--- src/design/iosad_pkg.sv ---
// iosad_pkg: constants for the i/o space access decoder
// assumes a single core clock and an active-low asynchronous reset
`default_nettype none
package iosad_pkg;
  // access kinds issued by the core
  typedef enum logic [2:0] {
    IOSAD_OP_NONE = 3'h0,
    IOSAD_OP_IO_READ = 3'h1,
    IOSAD_OP_IO_WRITE = 3'h2,
    IOSAD_OP_DATA_LOAD = 3'h3,
    IOSAD_OP_DATA_STORE = 3'h4,
    IOSAD_OP_SET_BIT = 3'h5,
    IOSAD_OP_CLEAR_BIT = 3'h6,
    IOSAD_OP_TEST_BIT = 3'h7
  } iosad_op_e;
  // address windows
  localparam logic [5:0] IO_LAST = 6'h3F;
  localparam logic [5:0] BIT_LAST = 6'h1F;
  localparam logic [8:0] DATA_IO_BASE = 9'h020;
  localparam logic [8:0] DATA_EXT_FIRST = 9'h060;
  localparam logic [8:0] DATA_EXT_LAST = 9'h0FF;
  // general purpose store offsets
  localparam logic [5:0] GP_STORE_0_OFS = 6'h19;
  localparam logic [5:0] GP_STORE_1_OFS = 6'h1A;
  localparam logic [5:0] GP_STORE_2_OFS = 6'h1B;
  localparam logic [7:0] GP_STORE_RESET = 8'h00;
endpackage : iosad_pkg
`default_nettype wire

--- src/design/iosad_decoder.sv ---
// iosad_decoder: decodes core accesses to i/o space and holds three storage bytes
// assumes the core presents one access per cycle, held for one cycle only
`default_nettype none

// Notes on behaviour
// software writes zero to reserved bits; stored as written where it has storage
// software never writes reserved i/o addresses; such writes are dropped anyway
// bit set and clear reach only i/o addresses 0x00 to 0x1F
// bit test on the low 32 addresses reports the selected bit for skipping
// write-one-to-clear flags clear on one and keep their value on zero
// bit set or clear changes only the addressed bit, never others
// short i/o read and write use i/o addresses 0x00 to 0x3F
// data address equals i/o address plus 0x20 for the same register
// extended data addresses 0x60 to 0xFF are reachable by load and store only
// three freely read and written storage bytes at 0x19, 0x1A, 0x1B
// reserved addresses read zero and writes to them have no effect
module iosad_decoder #(
  parameter int unsigned FLAG_W = 8
) (
  // clock and reset
  input wire logic clk_sys_i,
  input wire logic arst_n_i,
  // core access
  input wire iosad_pkg::iosad_op_e op_i,
  input wire logic [8:0] addr_i,
  input wire logic [2:0] bit_sel_i,
  input wire logic [7:0] wdata_i,
  // read answer, one cycle after the access
  output logic [7:0] rdata_o,
  output logic rvalid_o,
  output logic bit_test_o,
  output logic skip_if_set_o,
  // extended window strobes to peripheral units
  output logic ext_sel_o,
  output logic ext_write_o,
  // i/o window strobe to peripheral units, with register index
  output logic io_sel_o,
  output logic [5:0] io_index_o,
  // write-one-to-clear flag byte, set by hardware
  input wire logic [7:0] flag_set_i,
  input wire logic [5:0] flag_ofs_i,
  output logic [7:0] flag_o
);
  // refuse flag widths that the byte-wide flag logic cannot serve
  if (FLAG_W != 8) begin : g_flag_w_bad
    $error("flag register must be eight bits wide");
  end

  typedef struct packed {
    logic [7:0] gp0;
    logic [7:0] gp1;
    logic [7:0] gp2;
    logic [7:0] flags;
    logic [7:0] rdata;
    logic rvalid;
    logic test;
    logic ext_sel;
    logic ext_wr;
    logic io_sel;
    logic [5:0] io_index;
  } iosad_state_s;

  iosad_state_s st;
  iosad_state_s next_st;

  // true when the index is within the bit-accessible window
  function automatic logic iosad_bit_ok(input logic [5:0] idx);
    return idx <= iosad_pkg::BIT_LAST;
  endfunction : iosad_bit_ok

  // read value of an i/o index, zero for unmapped ones
  function automatic logic [7:0] iosad_rd(input iosad_state_s s, input logic [5:0] idx,
                                          input logic [5:0] fofs);
    logic [7:0] v;
    v = 8'h00;
    if (idx == iosad_pkg::GP_STORE_0_OFS) v = s.gp0;
    else if (idx == iosad_pkg::GP_STORE_1_OFS) v = s.gp1;
    else if (idx == iosad_pkg::GP_STORE_2_OFS) v = s.gp2;
    else if (idx == fofs) v = s.flags;
    return v;
  endfunction : iosad_rd

  logic is_io_op;
  logic is_data_op;
  logic is_bit_op;
  logic is_wr;
  logic in_io;
  logic in_ext;
  logic [5:0] idx;
  logic [8:0] data_off;
  logic [7:0] cur;
  logic [7:0] wval;
  logic [7:0] bmask;
  logic hit;

  // address views
  always_comb begin
    is_io_op = (op_i == iosad_pkg::IOSAD_OP_IO_READ) || (op_i == iosad_pkg::IOSAD_OP_IO_WRITE);
    is_data_op = (op_i == iosad_pkg::IOSAD_OP_DATA_LOAD) ||
                 (op_i == iosad_pkg::IOSAD_OP_DATA_STORE);
    is_bit_op = (op_i == iosad_pkg::IOSAD_OP_SET_BIT) ||
                (op_i == iosad_pkg::IOSAD_OP_CLEAR_BIT) ||
                (op_i == iosad_pkg::IOSAD_OP_TEST_BIT);
    is_wr = (op_i == iosad_pkg::IOSAD_OP_IO_WRITE) || (op_i == iosad_pkg::IOSAD_OP_DATA_STORE);
    data_off = addr_i - iosad_pkg::DATA_IO_BASE;
    idx = 6'h00;
    in_io = 1'b0;
    in_ext = 1'b0;
    if (is_io_op || is_bit_op) begin
      idx = addr_i[5:0];
      in_io = (addr_i[8:6] == 3'h0) && (is_io_op || iosad_bit_ok(addr_i[5:0]));
    end else if (is_data_op) begin
      if (addr_i >= iosad_pkg::DATA_IO_BASE && addr_i < iosad_pkg::DATA_EXT_FIRST) begin
        idx = data_off[5:0];
        in_io = 1'b1;
      end
      in_ext = addr_i >= iosad_pkg::DATA_EXT_FIRST &&
               addr_i <= iosad_pkg::DATA_EXT_LAST;
    end
    cur = iosad_rd(st, idx, flag_ofs_i);
    bmask = 8'h01 << bit_sel_i;
    hit = in_io && (idx <= iosad_pkg::IO_LAST);
  end

  // next state
  always_comb begin
    next_st = st;
    next_st.rvalid = 1'b0;
    next_st.test = 1'b0;
    next_st.ext_sel = in_ext;
    next_st.ext_wr = in_ext && is_wr;
    next_st.io_sel = hit;
    next_st.io_index = idx;
    wval = wdata_i;
    // flag bits set by hardware after software clearing; set wins
    if (hit && idx == flag_ofs_i && (is_wr || op_i == iosad_pkg::IOSAD_OP_CLEAR_BIT ||
        op_i == iosad_pkg::IOSAD_OP_SET_BIT)) begin
      if (is_wr) next_st.flags = st.flags & ~wdata_i;
      else if (op_i == iosad_pkg::IOSAD_OP_SET_BIT)
        next_st.flags = st.flags & ~bmask;
    end
    next_st.flags = next_st.flags | flag_set_i;
    if (hit && op_i == iosad_pkg::IOSAD_OP_SET_BIT) wval = cur | bmask;
    if (hit && op_i == iosad_pkg::IOSAD_OP_CLEAR_BIT) wval = cur & ~bmask;
    if (hit && (is_wr || op_i == iosad_pkg::IOSAD_OP_SET_BIT ||
        op_i == iosad_pkg::IOSAD_OP_CLEAR_BIT)) begin
      if (idx == iosad_pkg::GP_STORE_0_OFS) next_st.gp0 = wval;
      if (idx == iosad_pkg::GP_STORE_1_OFS) next_st.gp1 = wval;
      if (idx == iosad_pkg::GP_STORE_2_OFS) next_st.gp2 = wval;
    end
    if (op_i == iosad_pkg::IOSAD_OP_IO_READ || op_i == iosad_pkg::IOSAD_OP_DATA_LOAD ||
        op_i == iosad_pkg::IOSAD_OP_TEST_BIT) begin
      next_st.rvalid = 1'b1;
      next_st.rdata = hit ? cur : 8'h00;
      next_st.test = hit && cur[bit_sel_i];
    end
  end

  // state register
  always_ff @(posedge clk_sys_i or negedge arst_n_i) begin
    if (!arst_n_i) begin
      st <= '0;
    end else begin
      st <= next_st;
    end
  end

  // outputs
  assign rdata_o = st.rdata;
  assign rvalid_o = st.rvalid;
  assign bit_test_o = st.test;
  assign skip_if_set_o = st.test;
  assign ext_sel_o = st.ext_sel;
  assign ext_write_o = st.ext_wr;
  assign io_sel_o = st.io_sel;
  assign io_index_o = st.io_index;
  assign flag_o = st.flags;

  // checks
  chk_bit_window: assert property (@(posedge clk_sys_i) disable iff (!arst_n_i)
    (is_bit_op && addr_i[5:0] > iosad_pkg::BIT_LAST) |=> !io_sel_o)
    else $error("bit access reached above 0x1F");
  chk_gp_roundtrip: assert property (@(posedge clk_sys_i) disable iff (!arst_n_i)
    (op_i == iosad_pkg::IOSAD_OP_IO_WRITE && addr_i == 9'h019)
    |=> (st.gp0 == $past(wdata_i)))
    else $error("storage byte 0 did not take write");
  chk_data_alias: assert property (@(posedge clk_sys_i) disable iff (!arst_n_i)
    (op_i == iosad_pkg::IOSAD_OP_DATA_LOAD && addr_i == 9'h03A) |=> (rdata_o == st.gp1))
    else $error("data alias of storage byte 1 wrong");
  chk_ext_only_data: assert property (@(posedge clk_sys_i) disable iff (!arst_n_i)
    (is_io_op || is_bit_op) |=> !ext_sel_o)
    else $error("extended window reached by short access");
  chk_set_one_bit: assert property (@(posedge clk_sys_i) disable iff (!arst_n_i)
    (op_i == iosad_pkg::IOSAD_OP_SET_BIT && addr_i == 9'h01A)
    |=> (st.gp1 == ($past(st.gp1) | (8'h01 << $past(bit_sel_i)))))
    else $error("bit set changed other bits");
  chk_flag_w1c: assert property (@(posedge clk_sys_i) disable iff (!arst_n_i)
    (is_wr && hit && idx == flag_ofs_i)
    |=> (flag_o == (($past(st.flags) & ~$past(wdata_i)) | $past(flag_set_i))))
    else $error("flag clear on one failed");
  chk_unmapped_zero: assert property (@(posedge clk_sys_i) disable iff (!arst_n_i)
    (op_i == iosad_pkg::IOSAD_OP_IO_READ && addr_i == 9'h03C && flag_ofs_i != 6'h3C)
    |=> (rdata_o == 8'h00))
    else $error("reserved address read nonzero");
  chk_bit_test: assert property (@(posedge clk_sys_i) disable iff (!arst_n_i)
    (op_i == iosad_pkg::IOSAD_OP_TEST_BIT && addr_i == 9'h019)
    |=> (bit_test_o == st.gp0[$past(bit_sel_i)]))
    else $error("bit test answer wrong");
  chk_flag_bit_only: assert property (@(posedge clk_sys_i) disable iff (!arst_n_i)
    (op_i == iosad_pkg::IOSAD_OP_SET_BIT && hit && idx == flag_ofs_i)
    |=> (flag_o == (($past(st.flags) & ~(8'h01 << $past(bit_sel_i))) | $past(flag_set_i))))
    else $error("bit set on flag byte touched other flags");
  chk_flag_zero_keeps: assert property (@(posedge clk_sys_i) disable iff (!arst_n_i)
    (op_i == iosad_pkg::IOSAD_OP_CLEAR_BIT && hit && idx == flag_ofs_i)
    |=> (flag_o == ($past(st.flags) | $past(flag_set_i))))
    else $error("bit clear on flag byte changed a flag");
  chk_short_read: assert property (@(posedge clk_sys_i) disable iff (!arst_n_i)
    (op_i == iosad_pkg::IOSAD_OP_IO_READ && addr_i[8:6] == 3'h0)
    |=> (rvalid_o && io_sel_o && io_index_o == $past(addr_i[5:0])))
    else $error("short read did not reach its i/o index");
  cov_io_write: cover property (@(posedge clk_sys_i) op_i == iosad_pkg::IOSAD_OP_IO_WRITE && hit);
  cov_flag_clear: cover property (@(posedge clk_sys_i)
    op_i == iosad_pkg::IOSAD_OP_SET_BIT && hit && idx == flag_ofs_i);
  cov_ext_store: cover property (@(posedge clk_sys_i) ext_write_o);
  cov_skip: cover property (@(posedge clk_sys_i) bit_test_o);
endmodule : iosad_decoder
`default_nettype wire

--- config.mk ---
export PLATFORM = sky130hd
export DESIGN_NAME = iosad_decoder
export DESIGN_NICKNAME = d
export VERILOG_FILES = /design/src/design/iosad_pkg.sv /design/src/design/iosad_decoder.sv
export SDC_FILE = /design/constraint.sdc
export NUM_CORES = 1
export LEC_CHECK = 0
export BUFFER_PORTS_ARGS = -buffer_cell sky130_fd_sc_hd__buf_2
export CORE_MARGIN = 4
export CORE_UTILIZATION = 55
export CTS_CLUSTER_SIZE = 8
export DETAILED_ROUTE_END_ITERATION = 8
export PLACE_DENSITY = 0.8
export SLEW_MARGIN = 20
export SYNTH_ARGS = -nofsm -noshare
export SYNTH_HDL_FRONTEND = slang
export SYNTH_SLANG_ARGS = --single-unit
--- constraint.sdc ---
create_clock -name clk_sys_i -period 2.2 [get_ports clk_sys_i]
set_clock_uncertainty 0.15 [all_clocks]
set_input_delay 0.44 -clock clk_sys_i [delete_from_list [all_inputs] [get_ports clk_sys_i]]
set_output_delay 0.44 -clock clk_sys_i [all_outputs]
set_load 0.1 [all_outputs]
==> results of run 1 <==
==> area by class of cell <==
cell class	instances	area share (%)
Clock inverter	2	0.321
Sequential cell	51	29.8
Tap cell	72	2.10
Multi-Input combinational cell	274	42.6
Timing Repair Buffer	138	22.4
Inverter	14	1.23
Clock buffer	5	1.61
==> sequential cells by signal, summed over array words and instances (netlist names) <==
register / cells
io_index_o: 6
rvalid_o: 1
st: 24
io_sel_o: 1
rdata_o: 8
bit_test_o: 1
flag_o: 8
ext_sel_o: 1
ext_write_o: 1
==> worst paths after layout <==
kind,cells past startpoint,end
hold / removal,2,flag_o[1]
setup reg to reg,7,bit_test_o
setup / recovery,9,st[33]
min in group asynchronous,2,rvalid_o
hold reg to reg,2,rdata_o[7]
max in group asynchronous,3,st[43]
==> power breakdown <==
| group | internal, mW | total, mW | switching, mW |
|---|---|---|---|
| Sequential | 0.954 | 0.960 | 0.00629 |
| Clock | 0.218 | 0.526 | 0.308 |
| Combinational | 0.177 | 0.483 | 0.307 |
| Total | 1.35 | 1.97 | 0.621 |
==> cells in the final DEF (no fill, tap or decap), types with 4 or more instances in the layout <==
cell type,instances
inv_1,14
a221o_1,6
nand2_1,57
a21oi_1,14
a21o_1,11
a22o_1,9
buf_2,63
o21ai_2,9
buf_4,61
and2_1,4
a21oi_4,4
mux2i_1,5
dfrtp_1,51
nor2_1,27
buf_6,9
nor2b_1,6
o21ai_0,17
o22ai_1,5
nor3_1,4
clkbuf_8,5
o21a_1,8
o21ai_1,18
mux2_2,5
==> what timing repair did <==
item	4_1_cts	5_1_grt
pin swaps	22	0
endpoints found under the setup margin	41	41
gates resized for setup	57	1
endpoints found under the hold margin	17	0
gates cloned	1	0
hold buffers	1	0
buffers inserted	5	0
==> metrics by stage <==
| step | util (%) | power (mW) | hold slack (ns) | cells |
|---|---|---|---|---|
| 2_1_floorplan | - | 1.25 | -0.00559 | 379 |
| 3_3_place_gp | 70.6 | 1.42 | 0.247 | 543 |
| 3_5_place_dp | 70.6 | 1.43 | 0.259 | 543 |
| 4_1_cts | 76.4 | 1.97 | 0.156 | 556 |
| 5_1_grt | 76.4 | 2.06 | 0.162 | 556 |
| 6_report | 76.4 | 1.97 | 0.155 | 556 |
==> critical path: stages <==
cell	delay (ns)
buf_8	0.11
and3b_2	0.25
o2111a_2	0.29
nor3_2	0.17
o2111ai_2	0.18
or4b_1	0.58
a22o_1	0.23
a221o_1	0.35
o21ai_1	0.15
==> cell families (layout without fill, tap and decap cells) <==
family | after synthesis | in the layout
compound gates | 132 | 132
buf+inv | 55 | 159
flops | 51 | 51
simple gates | 129 | 130
xor+xnor | 2 | 2
mux | 10 | 10
==> layer usage <==
metal / vias up / GRT usage (%)
met5: - / 0
met4: 0 / 9.06
met3: 24 / 5.10
met2: 168 / 45.8
met1: 1554 / 37.3
li1: 1556 / -
==> flow_summary.yaml, run 1 <==
status:
  status: "finished, violations left"
  failed_checks: "negative setup slack"
detailed_routing:
  vias: 3302
  wl_met3_um: 746
  wl_met2_um: 4580
  highest_layer: "met4"
  drtAntennaViolNets: 0
  via_per_inst: 5.94
  drt_iter0_drc: 352
  wl_per_cell_um: 17.6
  route.layer.met1.wl_um: 4130
  first_pass_iters: 5
  wirelength_um: 9760
  drc: 0
placed_design:
  io_buffers: 66
  place.gp.congestion: 0.976
  hpwl_um: 7530
  placed_cell_area_mm2: 0.00396
  dp_slack_ns: -0.892
global_route:
  grt_pass1_wl_um: 16000
  overflow: 0
  first_global_vias: 3227
  antenna_found_initial: 0
  grt_max_degree: 35
  grt_usage_pct: 27.9
yosys:
  synth_seq_cells: 51
  synth_xor_area_share_pct: 0.543
  synthSimpleGateAreaFrac_pct: 19.7
  synthTopCellsByArea: "dfrtp_1, nand2_1, buf_4"
  synth_adder_area_share_pct: 0
  synth_top_family_by_area: "compound AO/OA/AOI/OAI gates"
  syn_nets: 418
  synth_mux_area_share_pct: 3.30
  ys_seq_area_share_pct: 39.6
  yosysWarnings: 0
  ys_top_cells_by_count: "nand2_1, dfrtp_1, o21ai_0"
  async_reset_ff_share_pct: 100
  synth_flop_cell: "dfrtp_1"
  yosysUniqueCellTypes: 61
  synth_most_common_cell: "nand2_1"
  synth-edff-count: 0
  syn_area_mm2: 0.00323
  synth_top_cell_by_area: "dfrtp_1"
  synth_top_area_share_pct: 39.6
  synth_compound_area_share_pct: 27.3
  synth_area_per_cell_um2: 8.51
  netlist_instances: 379
die:
  die_area_mm2: 0.00715
  die_x_um: 84.6
  chipHeight_um: 84.6
  ios: 67
  core_area_mm2: 0.00561
  start_util_pct: 57.5
  rows: 27
flow_run:
  drv_cap: 0
cells_and_area:
  fill_cells: 439
  diodes: 0
  seq_area_mm2: 0.00128
  final_nets: 523
  syn2layout_area_growth_pct: 32.9
  final_area_mm2: 0.00429
  drive_gt1_share_pct: 38.0
  multi_input_area_mm2: 0.00182
setup_path:
  crit_fanout: 5
  start_kind: "input port"
  rrSetupSlack_ns: 0.36
  critPathCaptureType: "flop"
  r2r-start: "st[37]"
  path_class: "in2reg"
  worstPathRequired_ns: 2.28
  critical_path_arrival_ns: 2.75
  startpoint: "op_i[1]"
clocking:
  cts_buffers: 5
  htree_levels: 2
  clk_latency_ns: 0.30
  clockRootBuffer: "clkbuf_8"
  cts_tree: "done"
  clock_sinks: 51
  clk_pin_slew_ns: 0.10
  clockBufferDepth: 2
worst_hold_path:
  hold_start: "flag_set_i[1]"
  hold_class: "in2reg"
power:
  vdd_drop_max_uv: 307
  p_leak_nw: 1.99
  p_per_area_mw_per_mm2: 460
sta:
  setup_viol: 41
  grt_setup_unrepaired: "yes"
  hold_violations: 0
  finalCritPeriodShare_pct: 121
  slew_violations: 0
  setup_slack_ns: -0.469
  fmax_ghz: 0.375
  fin_tns_setup_ns: -10.46
  min_period_ns: 2.67
  max_slew_margin_pct: 67.4
  tightest_slew_ns: 0.492
No activity file was read; power rests on OpenSTA's default activity.
==> run 2: changes to the inputs <==
CELL_PAD_IN_SITES_DETAIL_PLACEMENT = 0   (was not set)
CELL_PAD_IN_SITES_GLOBAL_PLACEMENT = 1   (was not set)
CORE_UTILIZATION = 41   (was 55)
PLACE_DENSITY = not set   (was 0.8)
PLACE_DENSITY_LB_ADDON = 0.1   (was not set)
SETUP_SLACK_MARGIN = 0.2   (was not set)
==> flow_summary.yaml, run 2 (synthesized netlist as in run 1, its figures left out) <==
cells_and_area:
  syn2layout_area_growth_pct: 31.1
  fill_cells: 798
  largest_register_ffs: 24
  regMostFlops: "st"
  final_nets: 525
  diodes: 0
  drive_gt1_share_pct: 36.3
  fin_util_pct: 55.0
  final_area_mm2: 0.00423
  layout_commonest_cell: "buf_4"
  final_cell_mix: "buf_4, buf_2, nand2_1"
sta:
  min_period_ns: 2.65
  setup_viol: 41
  tightest_slew_ns: 0.513
  setup_slack_ns: -0.451
  finalCritPeriodShare_pct: 121
  hold_violations: 0
  slew_violations: 0
  fmax_ghz: 0.377
  max_slew_margin_pct: 65.8
  grt_setup_unrepaired: "yes"
global_route:
  antenna_found_initial: 0
  grt_usage_pct: 20.6
  grt_max_degree: 33
  grt_pass1_wl_um: 15800
  overflow: 0
  first_global_vias: 3049
die:
  chipHeight_um: 96.7
  core_area_mm2: 0.00769
  rows: 32
  ios: 67
  start_util_pct: 42.0
  die_area_mm2: 0.00935
  die_x_um: 96.7
setup_path:
  worstPathRequired_ns: 2.29
  crit_buf_inv: 1
  path_class: "in2reg"
  start_kind: "input port"
  max_stage_delay_ns: 0.55
  rrSetupSlack_ns: 0.40
  r2r-start: "st[42]"
  reg2reg_depth: 7
  crit_fanout: 5
  critical_path_arrival_ns: 2.75
  critPathCaptureType: "flop"
  cp_top_family: "compound AO/OA/AOI/OAI gates"
  crit_chain: "buf_6 -> nor3b_4 -> o2111a_1 -> o21a_1 -> o2111ai_2 -> or4b_1 -> a22o_1 -> a221o_1 -> o21ai_1"
  cp_slowest_cell: "or4b_1"
  r2r-end: "st[34]"
clocking:
  cts_buffers: 5
  htree_levels: 2
  clock_sinks: 51
  clk_pin_slew_ns: 0.10
  cts_tree: "done"
  clockBufferDepth: 2
  clk_latency_ns: 0.31
  clockRootBuffer: "clkbuf_8"
flow_run:
  drv_cap: 0
detailed_routing:
  wirelength_um: 9740
  drtAntennaViolNets: 0
  vias: 3105
  via_per_inst: 5.27
  drc: 0
  first_pass_iters: 4
  wl_per_cell_um: 16.5
  drt_iter0_drc: 167
power:
  vdd_drop_max_uv: 235
  p_leak_nw: 1.96
  p_per_area_mw_per_mm2: 479
status:
  status: "finished, violations left"
  failed_checks: "negative setup slack"
worst_hold_path:
  hold_start: "flag_set_i[4]"
  hold_path_depth: 2
  whs_endpoint: "flag_o[4]"
  hold_class: "in2reg"
placed_design:
  hpwl_um: 7610
  place.gp.congestion: 0.925
  placed_cell_area_mm2: 0.00399
  io_buffers: 66
==> run 2: changes by cell type in the layout (fill, tap and decap cells not counted), moves of 2 or more <==
| cell | change |
|---|---|
| a21oi_1 | +4 |
| a21oi_4 | -4 |
| buf_12 | -2 |
| buf_4 | +8 |
| buf_6 | -4 |
| inv_6 | +2 |
| o21ai_0 | +4 |
| o21ai_2 | -4 |
==> run 2: how the worst max path moves through the flow <==
stage	startpoint	to	slack (ns)	cells past startpoint
floorplan	op_i[1]	st[49]	-0.54	9
global placement	op_i[2]	bit_test_o	-0.80	9
detailed placement	op_i[0]	st[49]	-0.85	9
CTS	op_i[1]	st[30]	-0.43	9
global route	op_i[1]	bit_test_o	-0.55	9
finish	op_i[0]	st[30]	-0.45	9
==> run 2: final cells by class <==
| cell class | count | area (µm²) | share of cell area (%) |
|---|---|---|---|
| Timing Repair Buffer | 140 | 935 | 22.1 |
| Clock buffer | 5 | 68.8 | 1.63 |
| Multi-Input combinational cell | 274 | 1740 | 41.2 |
| Clock inverter | 3 | 26.3 | 0.621 |
| Inverter | 14 | 52.6 | 1.24 |
| Tap cell | 102 | 128 | 3.02 |
| Sequential cell | 51 | 1280 | 30.2 |
==> run 2: per-stage QoR <==
step	TNS (ns)	instances	setup slack, ns	power [mW]	hold WS (ns)
after global routing	-14.53	589	-0.551	2.14	0.143
after detailed placement	-29.37	575	-0.855	1.44	0.291
after floorplan	-14.00	379	-0.545	1.25	-0.00559
final	-11.47	589	-0.451	2.03	0.152
after global placement	-27.80	575	-0.801	1.44	0.282
after CTS	-11.46	588	-0.435	2.05	0.144
==> run 2: repair_timing <==
action,CTS,global route
hold buffers,1,0
setup buffers,3,1
hold endpoints to repair,19,0
pin swaps,10,5
gates resized for setup,23,12
setup endpoints to repair,41,41
cloned,1,0
==> run 2: routing by layer <==
layer / wire length, µm / share of wire [%] / GRT usage, %
met1: 4760 / 49 / 30.9
met2: 4330 / 45 / 30.7
met3: 570 / 5.9 / 4.25
met4: 72 / 0.74 / 4.00
met5: 0 / 0 / 0
==> run 2: power breakdown <==
| part | total (mW) | internal [mW] | switching (mW) |
|---|---|---|---|
| combinational | 0.486 | 0.185 | 0.301 |
| sequential | 0.960 | 0.954 | 0.00602 |
| clock | 0.581 | 0.235 | 0.346 |
